**src/wtcts_pkg.sv**
```systemverilog
// Purpose: Constants shared by the weekly three cam time switch
// Assumes: APB with 32-bit data, one aligned word per register
// Notes: Weekday is 0..6, hour 0..23, minute 0..59
`default_nettype none
package wtcts_pkg;
  localparam int WTCTS_NUM_CAMS = 3;
  localparam int WTCTS_ADDR_W = 8;
  // Register byte offsets
  localparam logic [7:0] WTCTS_CTRL_OFF = 8'h00;
  localparam logic [7:0] WTCTS_STAT_OFF = 8'h04;
  localparam logic [7:0] WTCTS_CAM0_OFF = 8'h10;
  localparam logic [7:0] WTCTS_CAM_STRIDE = 8'h04;
  // Control fields
  localparam int WTCTS_CTRL_EN_BIT = 0;
  localparam int WTCTS_CTRL_PULSE_BIT = 1;
  // Cam word fields
  localparam int WTCTS_CAM_DAYS_LSB = 0;
  localparam int WTCTS_CAM_ONMIN_LSB = 7;
  localparam int WTCTS_CAM_ONHR_LSB = 13;
  localparam int WTCTS_CAM_ONDIS_BIT = 18;
  localparam int WTCTS_CAM_OFFMIN_LSB = 19;
  localparam int WTCTS_CAM_OFFHR_LSB = 25;
  localparam int WTCTS_CAM_OFFDIS_BIT = 30;
  localparam logic [30:0] WTCTS_CAM_RESET = 31'h40040000;
  localparam logic [30:0] WTCTS_CAM_MASK = 31'h7FFFFFFF;
  // Time limits
  localparam logic [4:0] WTCTS_HOUR_MAX = 5'h17;
  localparam logic [5:0] WTCTS_MIN_MAX = 6'h3B;
  localparam logic [2:0] WTCTS_DAY_MAX = 3'h6;
endpackage : wtcts_pkg
`default_nettype wire

```
**src/wtcts_cam_if.sv**
```systemverilog
// Purpose: Carries one cam's settings and match results
// Assumes: Same clock domain on both sides
// Notes: Cfg side drives settings, match side returns events
`default_nettype none
interface wtcts_cam_if;
  logic [6:0] days;
  logic [4:0] on_hour;
  logic [5:0] on_min;
  logic on_dis;
  logic [4:0] off_hour;
  logic [5:0] off_min;
  logic off_dis;
  logic on_hit;
  logic off_hit;
  modport cfg (output days, on_hour, on_min, on_dis, off_hour, off_min, off_dis,
    input on_hit, off_hit);
  modport cam (input days, on_hour, on_min, on_dis, off_hour, off_min, off_dis,
    output on_hit, off_hit);
endinterface : wtcts_cam_if
`default_nettype wire

```
**src/wtcts_cam.sv**
```systemverilog
// Purpose: Compares the calendar time against one cam
// Assumes: Time inputs already synchronised
// Notes: Combinational match only
`default_nettype none
module wtcts_cam
  import wtcts_pkg::*;
(
  // Current time
  input wire logic [2:0] day_i,
  input wire logic [4:0] hour_i,
  input wire logic [5:0] min_i,
  // Cam settings and results
  wtcts_cam_if.cam cam_if
);
  ////////////////////////////////////////////////////////////////////////////
  // Day selected and time equal, disabled times never match
  assign cam_if.on_hit = cam_if.days[day_i] && !cam_if.on_dis &&
    hour_i == cam_if.on_hour && min_i == cam_if.on_min;
  assign cam_if.off_hit = cam_if.days[day_i] && !cam_if.off_dis &&
    hour_i == cam_if.off_hour && min_i == cam_if.off_min;
endmodule : wtcts_cam
`default_nettype wire

```
**src/wtcts_top.sv**
```systemverilog
// Purpose: Weekly three cam time switch with APB register access
// Assumes: Calendar time arrives from another domain with a valid flag
// Notes: Events are evaluated once per minute change of the calendar
//
// The APB register port and the placing of the registers were chosen for this implementation.
`default_nettype none
module wtcts_top
  import wtcts_pkg::*;
(
  // Clock and reset
  input wire logic clk_i,
  input wire logic arst_n_i,
  // APB slave
  input wire logic psel_i,
  input wire logic penable_i,
  input wire logic pwrite_i,
  input wire logic [7:0] paddr_i,
  input wire logic [31:0] pwdata_i,
  output logic [31:0] prdata_o,
  output logic pready_o,
  output logic pslverr_o,
  // Calendar clock
  input wire logic rtc_valid_i,
  input wire logic [2:0] rtc_day_i,
  input wire logic [4:0] rtc_hour_i,
  input wire logic [5:0] rtc_min_i,
  // Switch output
  output logic switch_o
);
  ////////////////////////////////////////////////////////////////////////////
  // Declarations
  logic [14:0] rtc_s1;
  logic [14:0] rtc_s2;
  logic [14:0] rtc_last;
  logic ctrl_en;
  logic ctrl_pulse;
  logic [30:0] cam_cfg [WTCTS_NUM_CAMS];
  logic [WTCTS_NUM_CAMS-1:0] on_hit;
  logic [WTCTS_NUM_CAMS-1:0] off_hit;
  logic time_ok;
  logic minute_tick;
  logic next_switch;
  logic apb_write;
  logic apb_read;
  logic [31:0] next_rdata;
  logic next_err;
  logic [2:0] cur_day;
  logic [4:0] cur_hour;
  logic [5:0] cur_min;

  // Returns cam index hit by an address, or NUM_CAMS when none
  function automatic int cam_index(input logic [7:0] addr);
    int idx;
    idx = WTCTS_NUM_CAMS;
    for (int k = 0; k < WTCTS_NUM_CAMS; k++) begin
      if (addr == 8'(WTCTS_CAM0_OFF + 8'(k) * WTCTS_CAM_STRIDE)) begin
        idx = k;
      end
    end
    return idx;
  endfunction

  ////////////////////////////////////////////////////////////////////////////
  // Two-flop synchroniser for calendar time and valid flag
  always_ff @(posedge clk_i or negedge arst_n_i) begin
    if (!arst_n_i) begin
      rtc_s1 <= 15'h0000;
      rtc_s2 <= 15'h0000;
    end else begin
      rtc_s1 <= {rtc_valid_i, rtc_day_i, rtc_hour_i, rtc_min_i};
      rtc_s2 <= rtc_s1;
    end
  end

  assign cur_day = rtc_s2[13:11];
  assign cur_hour = rtc_s2[10:6];
  assign cur_min = rtc_s2[5:0];

  ////////////////////////////////////////////////////////////////////////////
  // Time is usable only when valid and within range
  assign time_ok = rtc_s2[14] && cur_day <= WTCTS_DAY_MAX &&
    cur_hour <= WTCTS_HOUR_MAX && cur_min <= WTCTS_MIN_MAX;

  // Remember the synchronised time of the previous cycle, whether or not it was evaluated
  always_ff @(posedge clk_i or negedge arst_n_i) begin
    if (!arst_n_i) begin
      rtc_last <= 15'h0000;
    end else begin
      rtc_last <= rtc_s2;
    end
  end

  // One tick per minute change while running
  assign minute_tick = ctrl_en && time_ok && (rtc_s2 != rtc_last);

  ////////////////////////////////////////////////////////////////////////////
  // Cam comparators
  for (genvar g = 0; g < WTCTS_NUM_CAMS; g++) begin : g_cam
    wtcts_cam_if cif ();
    assign cif.days = cam_cfg[g][WTCTS_CAM_DAYS_LSB +: 7];
    assign cif.on_min = cam_cfg[g][WTCTS_CAM_ONMIN_LSB +: 6];
    assign cif.on_hour = cam_cfg[g][WTCTS_CAM_ONHR_LSB +: 5];
    assign cif.on_dis = cam_cfg[g][WTCTS_CAM_ONDIS_BIT];
    assign cif.off_min = cam_cfg[g][WTCTS_CAM_OFFMIN_LSB +: 6];
    assign cif.off_hour = cam_cfg[g][WTCTS_CAM_OFFHR_LSB +: 5];
    assign cif.off_dis = cam_cfg[g][WTCTS_CAM_OFFDIS_BIT];
    wtcts_cam u_cam (
      .day_i(cur_day),
      .hour_i(cur_hour),
      .min_i(cur_min),
      .cam_if(cif.cam)
    );
    assign on_hit[g] = cif.on_hit;
    assign off_hit[g] = cif.off_hit;
  end

  ////////////////////////////////////////////////////////////////////////////
  // Combine events; the highest cam with an event decides, and off events count only while ctrl_pulse is off
  always_comb begin
    next_switch = switch_o;
    if (ctrl_pulse && switch_o) begin
      next_switch = 1'b0;
    end
    if (minute_tick) begin
      for (int k = 0; k < WTCTS_NUM_CAMS; k++) begin
        if (on_hit[k]) begin
          next_switch = !(ctrl_pulse && switch_o);
          if (!ctrl_pulse) begin
            next_switch = 1'b1;
          end
        end else if (off_hit[k] && !ctrl_pulse) begin
          next_switch = 1'b0;
        end
      end
    end
  end

  // Output state changed by cam events, and cleared one cycle after it sets while ctrl_pulse is on
  always_ff @(posedge clk_i or negedge arst_n_i) begin
    if (!arst_n_i) begin
      switch_o <= 1'b0;
    end else begin
      switch_o <= next_switch;
    end
  end

  ////////////////////////////////////////////////////////////////////////////
  // APB decode: answer on the first access cycle
  assign apb_write = psel_i && penable_i && pwrite_i;
  assign apb_read = psel_i && !penable_i && !pwrite_i;

  // Control register
  always_ff @(posedge clk_i or negedge arst_n_i) begin
    if (!arst_n_i) begin
      ctrl_en <= 1'b0;
      ctrl_pulse <= 1'b0;
    end else if (apb_write && paddr_i == WTCTS_CTRL_OFF) begin
      ctrl_en <= pwdata_i[WTCTS_CTRL_EN_BIT];
      ctrl_pulse <= pwdata_i[WTCTS_CTRL_PULSE_BIT];
    end
  end

  // Cam setting registers
  always_ff @(posedge clk_i or negedge arst_n_i) begin
    if (!arst_n_i) begin
      for (int k = 0; k < WTCTS_NUM_CAMS; k++) begin
        cam_cfg[k] <= WTCTS_CAM_RESET;
      end
    end else if (apb_write && cam_index(paddr_i) < WTCTS_NUM_CAMS) begin
      cam_cfg[cam_index(paddr_i)] <= pwdata_i[30:0] & WTCTS_CAM_MASK;
    end
  end

  // Read data and error for the coming access cycle
  always_comb begin
    next_rdata = 32'h00000000;
    next_err = 1'b0;
    if (paddr_i == WTCTS_CTRL_OFF) begin
      next_rdata = {30'h00000000, ctrl_pulse, ctrl_en};
    end else if (paddr_i == WTCTS_STAT_OFF) begin
      next_rdata = {15'h0000, time_ok, switch_o, rtc_s2};
    end else if (cam_index(paddr_i) < WTCTS_NUM_CAMS) begin
      next_rdata = {1'b0, cam_cfg[cam_index(paddr_i)]};
    end else begin
      next_err = 1'b1;
    end
  end

  // Registered APB answer, valid in the access phase
  always_ff @(posedge clk_i or negedge arst_n_i) begin
    if (!arst_n_i) begin
      prdata_o <= 32'h00000000;
      pready_o <= 1'b0;
      pslverr_o <= 1'b0;
    end else begin
      pready_o <= psel_i && !penable_i;
      pslverr_o <= psel_i && !penable_i && next_err;
      if (apb_read) begin
        prdata_o <= next_rdata;
      end
    end
  end
endmodule : wtcts_top
`default_nettype wire

```
**config.mk**
```make
export PLATFORM = sky130hd
export DESIGN_NAME = wtcts_top
export DESIGN_NICKNAME = d
export VERILOG_FILES = /design/src/wtcts_pkg.sv /design/src/wtcts_cam_if.sv /design/src/wtcts_cam.sv /design/src/wtcts_top.sv
export SDC_FILE = /design/constraint.sdc
export NUM_CORES = 1
export LEC_CHECK = 0
export BUFFER_PORTS_ARGS = -buffer_cell sky130_fd_sc_hd__buf_2
export CAP_MARGIN = 15
export CELL_PAD_IN_SITES_DETAIL_PLACEMENT = 1
export CELL_PAD_IN_SITES_GLOBAL_PLACEMENT = 2
export CORE_MARGIN = 2
export CORE_UTILIZATION = 44
export CTS_BUF_LIST = sky130_fd_sc_hd__clkbuf_8
export CTS_CLUSTER_DIAMETER = 60
export DETAILED_ROUTE_END_ITERATION = 8
export PLACE_DENSITY = 0.84
export SLEW_MARGIN = 40
export SYNTH_ARGS = -nofsm -noshare
export SYNTH_HDL_FRONTEND = slang
export SYNTH_SLANG_ARGS = --single-unit
```
**constraint.sdc**
```tcl
create_clock -name clk_i -period 5.54 [get_ports clk_i]
set_clock_uncertainty 0.2 [all_clocks]
set_input_delay 0.554 -clock clk_i [delete_from_list [all_inputs] [get_ports clk_i]]
set_output_delay 0.554 -clock clk_i [all_outputs]
set_load 0.1 [all_outputs]
```
==> summary.txt, run 1 <==
Clocking
  • CTS Sinks: 174
  • CTS H-Tree Depth: 4
  • CTS resizes: 0
  • Worst-path clk slew: ~0.090 ns
  • CTS tree: done
  • Clock root cell: clkbuf_8
  • CTS buffer count: 17
  • Clock Latency Late Sink: 0.46 ns
  • CTS max path bufs: 2

Place
  • Hpwl dp: 14900 µm
  • Number of port buffers: 92
  • GPL Wtd Cong: 0.821
  • Pre-CTS WS: 1.52 ns
  • Placed inst area: 0.00855 mm²

Synth
  • Warnings, synthesis: 0
  • Seq/Total Area, Yosys: between 50 and 60%
  • Synth cell types: 41
  • Mapped Cells: around 660
  • Ys flop type: dfrtp_1
  • Synth top cells by count: dfrtp_1 (168), mux2_2 (61), nand2_1 (51)
  • Area share of the largest cell type after synthesis: 52.6%
  • Largest cells by area after synthesis: dfrtp_1 (53%), mux2_2 (8.6%), mux2i_1 (5.1%)
  • Synthesized flop and latch total: between 150 and 200
  • Syn_nets: 719
  • Post-synth EDFFs: 0
  • Netlist Area Pre-Place: approximately 0.008 mm²
  • Synth area leader: dfrtp_1
  • Async set-reset flop share out of synthesis: 100%
  • Count leader, synth: dfrtp_1
  • Post-Syn Area per Cell: 12.1 µm²

Final layout
  • Layout cells sized above 1: 27.0%
  • Antenna cells: 0
  • Nets: approximately 800
  • Final Util: 50.8%
  • Multi-input gate area: 0.00337 mm²
  • Area delta synth->final: 13.7%
  • Post-route cell area: 0.00909 mm²
  • FF/Latch Area: 0.00436 mm²
  • Fillers: approximately 1.9k

Pwr
  • LEAKAGE: 4.31 nW
  • PD cells: approximately 290 mW/mm²
  • Power Total: 2.61 mW
  • Worst vdd ir: 0.191 mV

STA
  • Fin crit share: 64.3%
  • Setup slack after layout: 1.98 ns
  • Worst Max-Slew Pin Slew: approximately 0.80 ns
  • Setup TNS: 0 ns
  • Final min period: around 3.6 ns
  • F_max: 281 MHz
  • Max-slew headroom: between 40% and 50%
  • Fin. Hold Viols: 0
  • Unrepaired setup endpoints after global routing: no
  • Setup Viol. Count Final: 0
  • Pins Over Slew Limit: 0

Die
  • Num ports: 95
  • Initial Util: 44.7%
  • Die width: ~140 µm
  • Die Y-Extent: 139 µm
  • Die area: slightly below 0.02 mm²
  • Site Rows: 49
  • Core ar.: 0.0179 mm²

Critical path
  • Maximum fanout along the worst path: 28
  • Critical Path RT: 5.68 ns
  • CP startpoint kind: input port
  • Crit end category: flop
  • Setup CP Type: input port to flop
  • R2R setup slack: between 2 and 3 ns
  • Worst EP arrival: 3.70 ns

Global route
  • Vias in the first global route: 6095
  • Largest net degree at the start of global routing: 75
  • All-Layer GR Usage: 23.4%
  • Total grt overflow: 0
  • First-pass GRT wire length: 34800 µm
  • Initial antenna violation count: 0

Route
  • Residual DRC: 0
  • Iteration-0 DRC Markers: ~260
  • DRT Pass-1 Iters: 4
  • Vias: 5405
  • WL/cell: between 20 and 25 µm
  • Post-DRT Antenna Nets: 0
  • Total wire length: 21700 µm
  • Vias per cell: roughly 5.5

Outcome
  • Status: finished, final reports clean

Worst hold path
  • HP Class: input port to flop

Job
  • Max Cap Violations: 0
==> critical path: stages <==
cell and delay [ns]:
buf_2 0.10, or4_4 0.55, nor3b_2 0.18, buf_4 0.30
and2b_1 0.18, buf_4 0.31, and3_1 0.67, buf_4 0.45
mux2_1 0.38
==> final cells by class <==
type / count / share of cell area (%)
clock buffers: 18 / 2.73
inverters: 3 / 0.124
flip-flops and latches: 174 / 48.0
clock inverters: 13 / 1.45
multi-input cells: 433 / 37.1
well taps: 229 / 3.15
repair buffers: 115 / 7.50
==> metal layers <==
layer | vias to the layer above | routed length [µm] | GRT usage [%] | part of all wire (%)
met2 | 134 | 10700 | 39.5 | 49
met1 | 2788 | 9500 | 30.7 | 44
met3 | 27 | 1050 | 4.32 | 4.9
met4 | 0 | 402 | 7.60 | 1.9
met5 | - | 0 | 0 | 0
li1 | 2456 | - | - | -
==> report_power, final <==
part / switching (mW) / internal [mW]
registers: 0.0589 / 1.32
logic: 0.280 / 0.0997
clock network: 0.482 / 0.375
total: 0.821 / 1.79
==> sequential cells by signal (all words and copies together), names as in the netlist <==
name,flops
pslverr_o,1
prdata_o,31
ctrl_pulse,1
rtc_s1,15
pready_o,1
switch_o,1
cam_cfg,93
ctrl_en,1
rtc_s2,15
rtc_last,15
==> worst paths after layout <==
check,from,endpoint,depth (start not counted)
max,paddr_i[1],cam_cfg[40],9
min,pwdata_i[11],cam_cfg[42],2
max reg2reg,rtc_s2[12],switch_o,6
min reg2reg,rtc_s1[9],rtc_s2[9],0
max in group asynchronous,arst_n_i,cam_cfg[51],3
min in group asynchronous,arst_n_i,cam_cfg[5],2
==> stage by stage <==
step                hold WS, ns  instances
floorplan                0.0584        659
CTS                       0.106        985
global route              0.132        985
finish                    0.137        985
detailed placement        0.136        938
global placement          0.136        938
==> placed cells by master (no fill, tap or decap), types with 2 or more instances in the layout <==
| master | instances |
|---|---|
| o21ai_0 | 47 |
| nor2_1 | 35 |
| nand3b_1 | 2 |
| xor2_1 | 44 |
| or4_1 | 4 |
| nand3_1 | 6 |
| xnor2_1 | 37 |
| clkinv_4 | 4 |
| nand2b_1 | 4 |
| nor4_1 | 13 |
| dlygate4sd3_1 | 16 |
| clkbuf_8 | 18 |
| mux2_1 | 35 |
| inv_1 | 3 |
| buf_2 | 90 |
| mux2_2 | 61 |
| buf_4 | 8 |
| nand4_1 | 11 |
| dfstp_2 | 6 |
| inv_6 | 4 |
| dfrtp_1 | 168 |
| nand2_1 | 51 |
| mux4_2 | 2 |
| nor3_1 | 4 |
| a21oi_1 | 3 |
| clkinvlp_4 | 2 |
| a41oi_1 | 2 |
| mux2i_1 | 41 |
| a221oi_1 | 15 |
| and2_1 | 2 |
==> repair_timing <==
| item | 4_1_cts | 5_1_grt |
|---|---|---|
| hold buffers | 16 | 0 |
| buffers inserted | 0 | 0 |
| setup endpoints to repair | 0 | 0 |
| endpoints found under the hold margin | 84 | 0 |
==> kinds of logic after synthesis <==
logic type	Yosys count	synth area share, %
AO/OA/AOI/OAI	72	5.49
XOR/XNOR	81	8.87
buffers and inverters	52	3.49
flip-flops	174	54.6
multiplexers	139	19.2
other	1	0.0469
AND/OR/NAND/NOR	140	8.33
Note: power is estimated with default switching activity, not from simulation.
==> run 2: changes to the inputs <==
--- a/config.mk
+++ b/config.mk
@@ -10,11 +10,11 @@
 export CELL_PAD_IN_SITES_DETAIL_PLACEMENT = 1
 export CELL_PAD_IN_SITES_GLOBAL_PLACEMENT = 2
 export CORE_MARGIN = 2
-export CORE_UTILIZATION = 44
+export CORE_UTILIZATION = 37
 export CTS_BUF_LIST = sky130_fd_sc_hd__clkbuf_8
 export CTS_CLUSTER_DIAMETER = 60
 export DETAILED_ROUTE_END_ITERATION = 8
-export PLACE_DENSITY = 0.84
+export PLACE_DENSITY = 0.75
 export SLEW_MARGIN = 40
 export SYNTH_ARGS = -nofsm -noshare
 export SYNTH_HDL_FRONTEND = slang
==> constraint.sdc (replaced) <==
create_clock -name clk_i -period 2.9 [get_ports clk_i]
set_clock_uncertainty 0.2 [all_clocks]
set_input_delay 0.29 -clock clk_i [delete_from_list [all_inputs] [get_ports clk_i]]
set_output_delay 0.29 -clock clk_i [all_outputs]
set_load 0.1 [all_outputs]
==> summary.txt, run 2 (synthesis results as in run 1) <==
Clocking
  • Clock root cell: clkbuf_8
  • Clock Latency Late Sink: 0.48 ns
  • CTS resizes: 0
  • Post-CTS Setup Bufs: 0
  • CTS Sinks: between 150 and 200
  • Hold-fix buffers, CTS: 49
  • CTS tree: done
  • CTS max path bufs: 2
  • CTS H-Tree Depth: 4
  • Worst-path clk slew: 0.11 ns
  • CTS buffer count: 17

Route
  • Met2 WL post-DR: 10800 µm
  • Residual DRC: 0
  • WL/cell: 20.6 µm
  • Vias: 5605
  • DRT Pass-1 Iters: 4
  • Max layer used: met4
  • Iteration-0 DRC Markers: between 200 and 250
  • Total wire length: 22400 µm
  • Post-DRT Antenna Nets: 0
  • DR WL met3: 787 µm
  • Vias per cell: 5.18
  • Wire length on met1: roughly 10000 µm

Die
  • Num ports: 95
  • Initial Util: 37.9%
  • Die width: 151 µm
  • Site Rows: 53
  • Die area: roughly 0.023 mm²
  • Core ar.: about 0.021 mm²
  • Die Y-Extent: roughly 150 µm

Pwr
  • Worst vdd ir: 0.255 mV
  • Sequential Power Share: 49.3%
  • Power Total: 5.30 mW
  • PD cells: about 550 mW/mm²
  • Switching power: 1.72 mW
  • Sw Share: 32.4%
  • Internal cell power: between 3 and 4 mW
  • Logic pwr share: about 15%
  • LEAKAGE: 4.59 nW
  • Clk pwr share: 35.8%

Critical path
  • Slowest-stage cell, CP: dfrtp_1
  • CP startpoint kind: flop
  • Crit end category: flop
  • Setup CP Type: flop to flop
  • Maximum fanout along the worst path: 14
  • Critical Path RT: 3.08 ns
  • CP Launch Point: rtc_s2[12]
  • R2r startpoint: rtc_s2[12]
  • Worst EP arrival: 2.79 ns
  • Slowest cell delay on critical path: 0.76 ns
  • Crit-path cells: mux2i_1 -> o211ai_1 -> o311ai_0 -> buf_4 -> or4_1 -> a21oi_1 -> o21ai_0

STA
  • Hold Slack: 0.0442 ns
  • Fin. Hold Viols: 0
  • Setup slack after layout: between 0.2 and 0.3 ns
  • Worst Max-Slew Pin Slew: 0.724 ns
  • Unrepaired setup endpoints after global routing: no
  • Setup TNS: 0 ns
  • Setup Viol. Count Final: 0
  • Max-slew headroom: 51.7%
  • Pins Over Slew Limit: 0
  • F_max: 383 MHz
  • Final min period: 2.61 ns
  • Fin crit share: 90.0%

Final layout
  • Area delta synth->final: 21.6%
  • Register with the most flip-flops: cam_cfg
  • Biggest registers after layout: cam_cfg: 93 flops, prdata_o: 31 flops
  • Post-route cell area: 0.00972 mm²
  • Fin cells: 1083
  • Most common cell after layout, fill and taps aside: dfrtp_1
  • Final Util: 46.1%
  • Most frequent cells in the layout: dfrtp_1 (168), buf_2 (91), mux2_2 (61), nand2_1 (51), dlygate4sd3_1 (49)
  • Nets: 855
  • Layout cells sized above 1: 27.2%
  • Antenna cells: 0
  • Largest register FFs: a little over 90

Job
  • Max Cap Violations: 0

Worst hold path
  • HP Class: input port to flop
  • HP Start: paddr_i[4]

Place
  • Hpwl dp: 15500 µm
  • GPL Wtd Cong: a little over 0.8
  • Pre-CTS WS: 0.298 ns
  • Placed inst area: 0.00877 mm²
  • Placed cells: 1001
  • Number of port buffers: 92

Global route
  • All-Layer GR Usage: 21.1%
  • Vias in the first global route: 6198
  • Total grt overflow: 0
  • Largest net degree at the start of global routing: 74
  • Initial antenna violation count: 0
  • First-pass GRT wire length: 35800 µm

Outcome
  • Status: finished, final reports clean
==> run 2: cell types whose count changed in the layout (fill, tap and decap cells not counted), sizes merged <==
cell	change
buf	+18
clkinvlp	-2
dlygate4sd3	+33
bufinv	+1
inv	+3
clkbuf	-1
==> run 2: power groups by stage <==
| stage | sequential [mW] | clock (mW) | combinational, mW |
|---|---|---|---|
| floorplan | 2.91 | 0 | 0.231 |
| global placement | 2.66 | 0 | 0.729 |
| detailed placement | 2.66 | 0 | 0.740 |
| CTS | 2.62 | 1.95 | 0.794 |
| global route | 2.63 | 2.06 | 0.845 |
| finish | 2.62 | 1.90 | 0.788 |
==> run 2: final timing paths <==
path,slack [ns],depth (start not counted),end
max,0.29,7,switch_o
min,0.04,3,pslverr_o
max reg2reg,0.29,7,switch_o
min reg2reg,0.16,0,rtc_s2[2]
max in group asynchronous,1.50,3,cam_cfg[92]
min in group asynchronous,0.20,2,prdata_o[27]
==> run 2: final cells by class <==
class                      instances  area [µm²]
clock buffer                      17         234
clock inverter                    15         219
tap                              275         344
multi-input combinational        433        3350
fill                            2245       11400
timing repair buffer             166        1190
inverter                           3        11.3
sequential                       174        4360
==> run 2: per-layer routing <==
| metal | global-route usage [%] | vias up |
|---|---|---|
| met5 | 0 | - |
| met4 | 7.57 | 0 |
| met3 | 4.16 | 33 |
| met2 | 34.3 | 113 |
| met1 | 28.3 | 2898 |
| li1 | - | 2561 |
==> run 2: worst max-delay path, delay by kind of cell (launching register included) <==
family                 cells  cell delay, ns
AOI/OAI and AO/OA          4            0.62
buffers and inverters      1            0.20
and+or+nand+nor            1            0.53
DFF                        1            0.76
muxes                      1            0.19
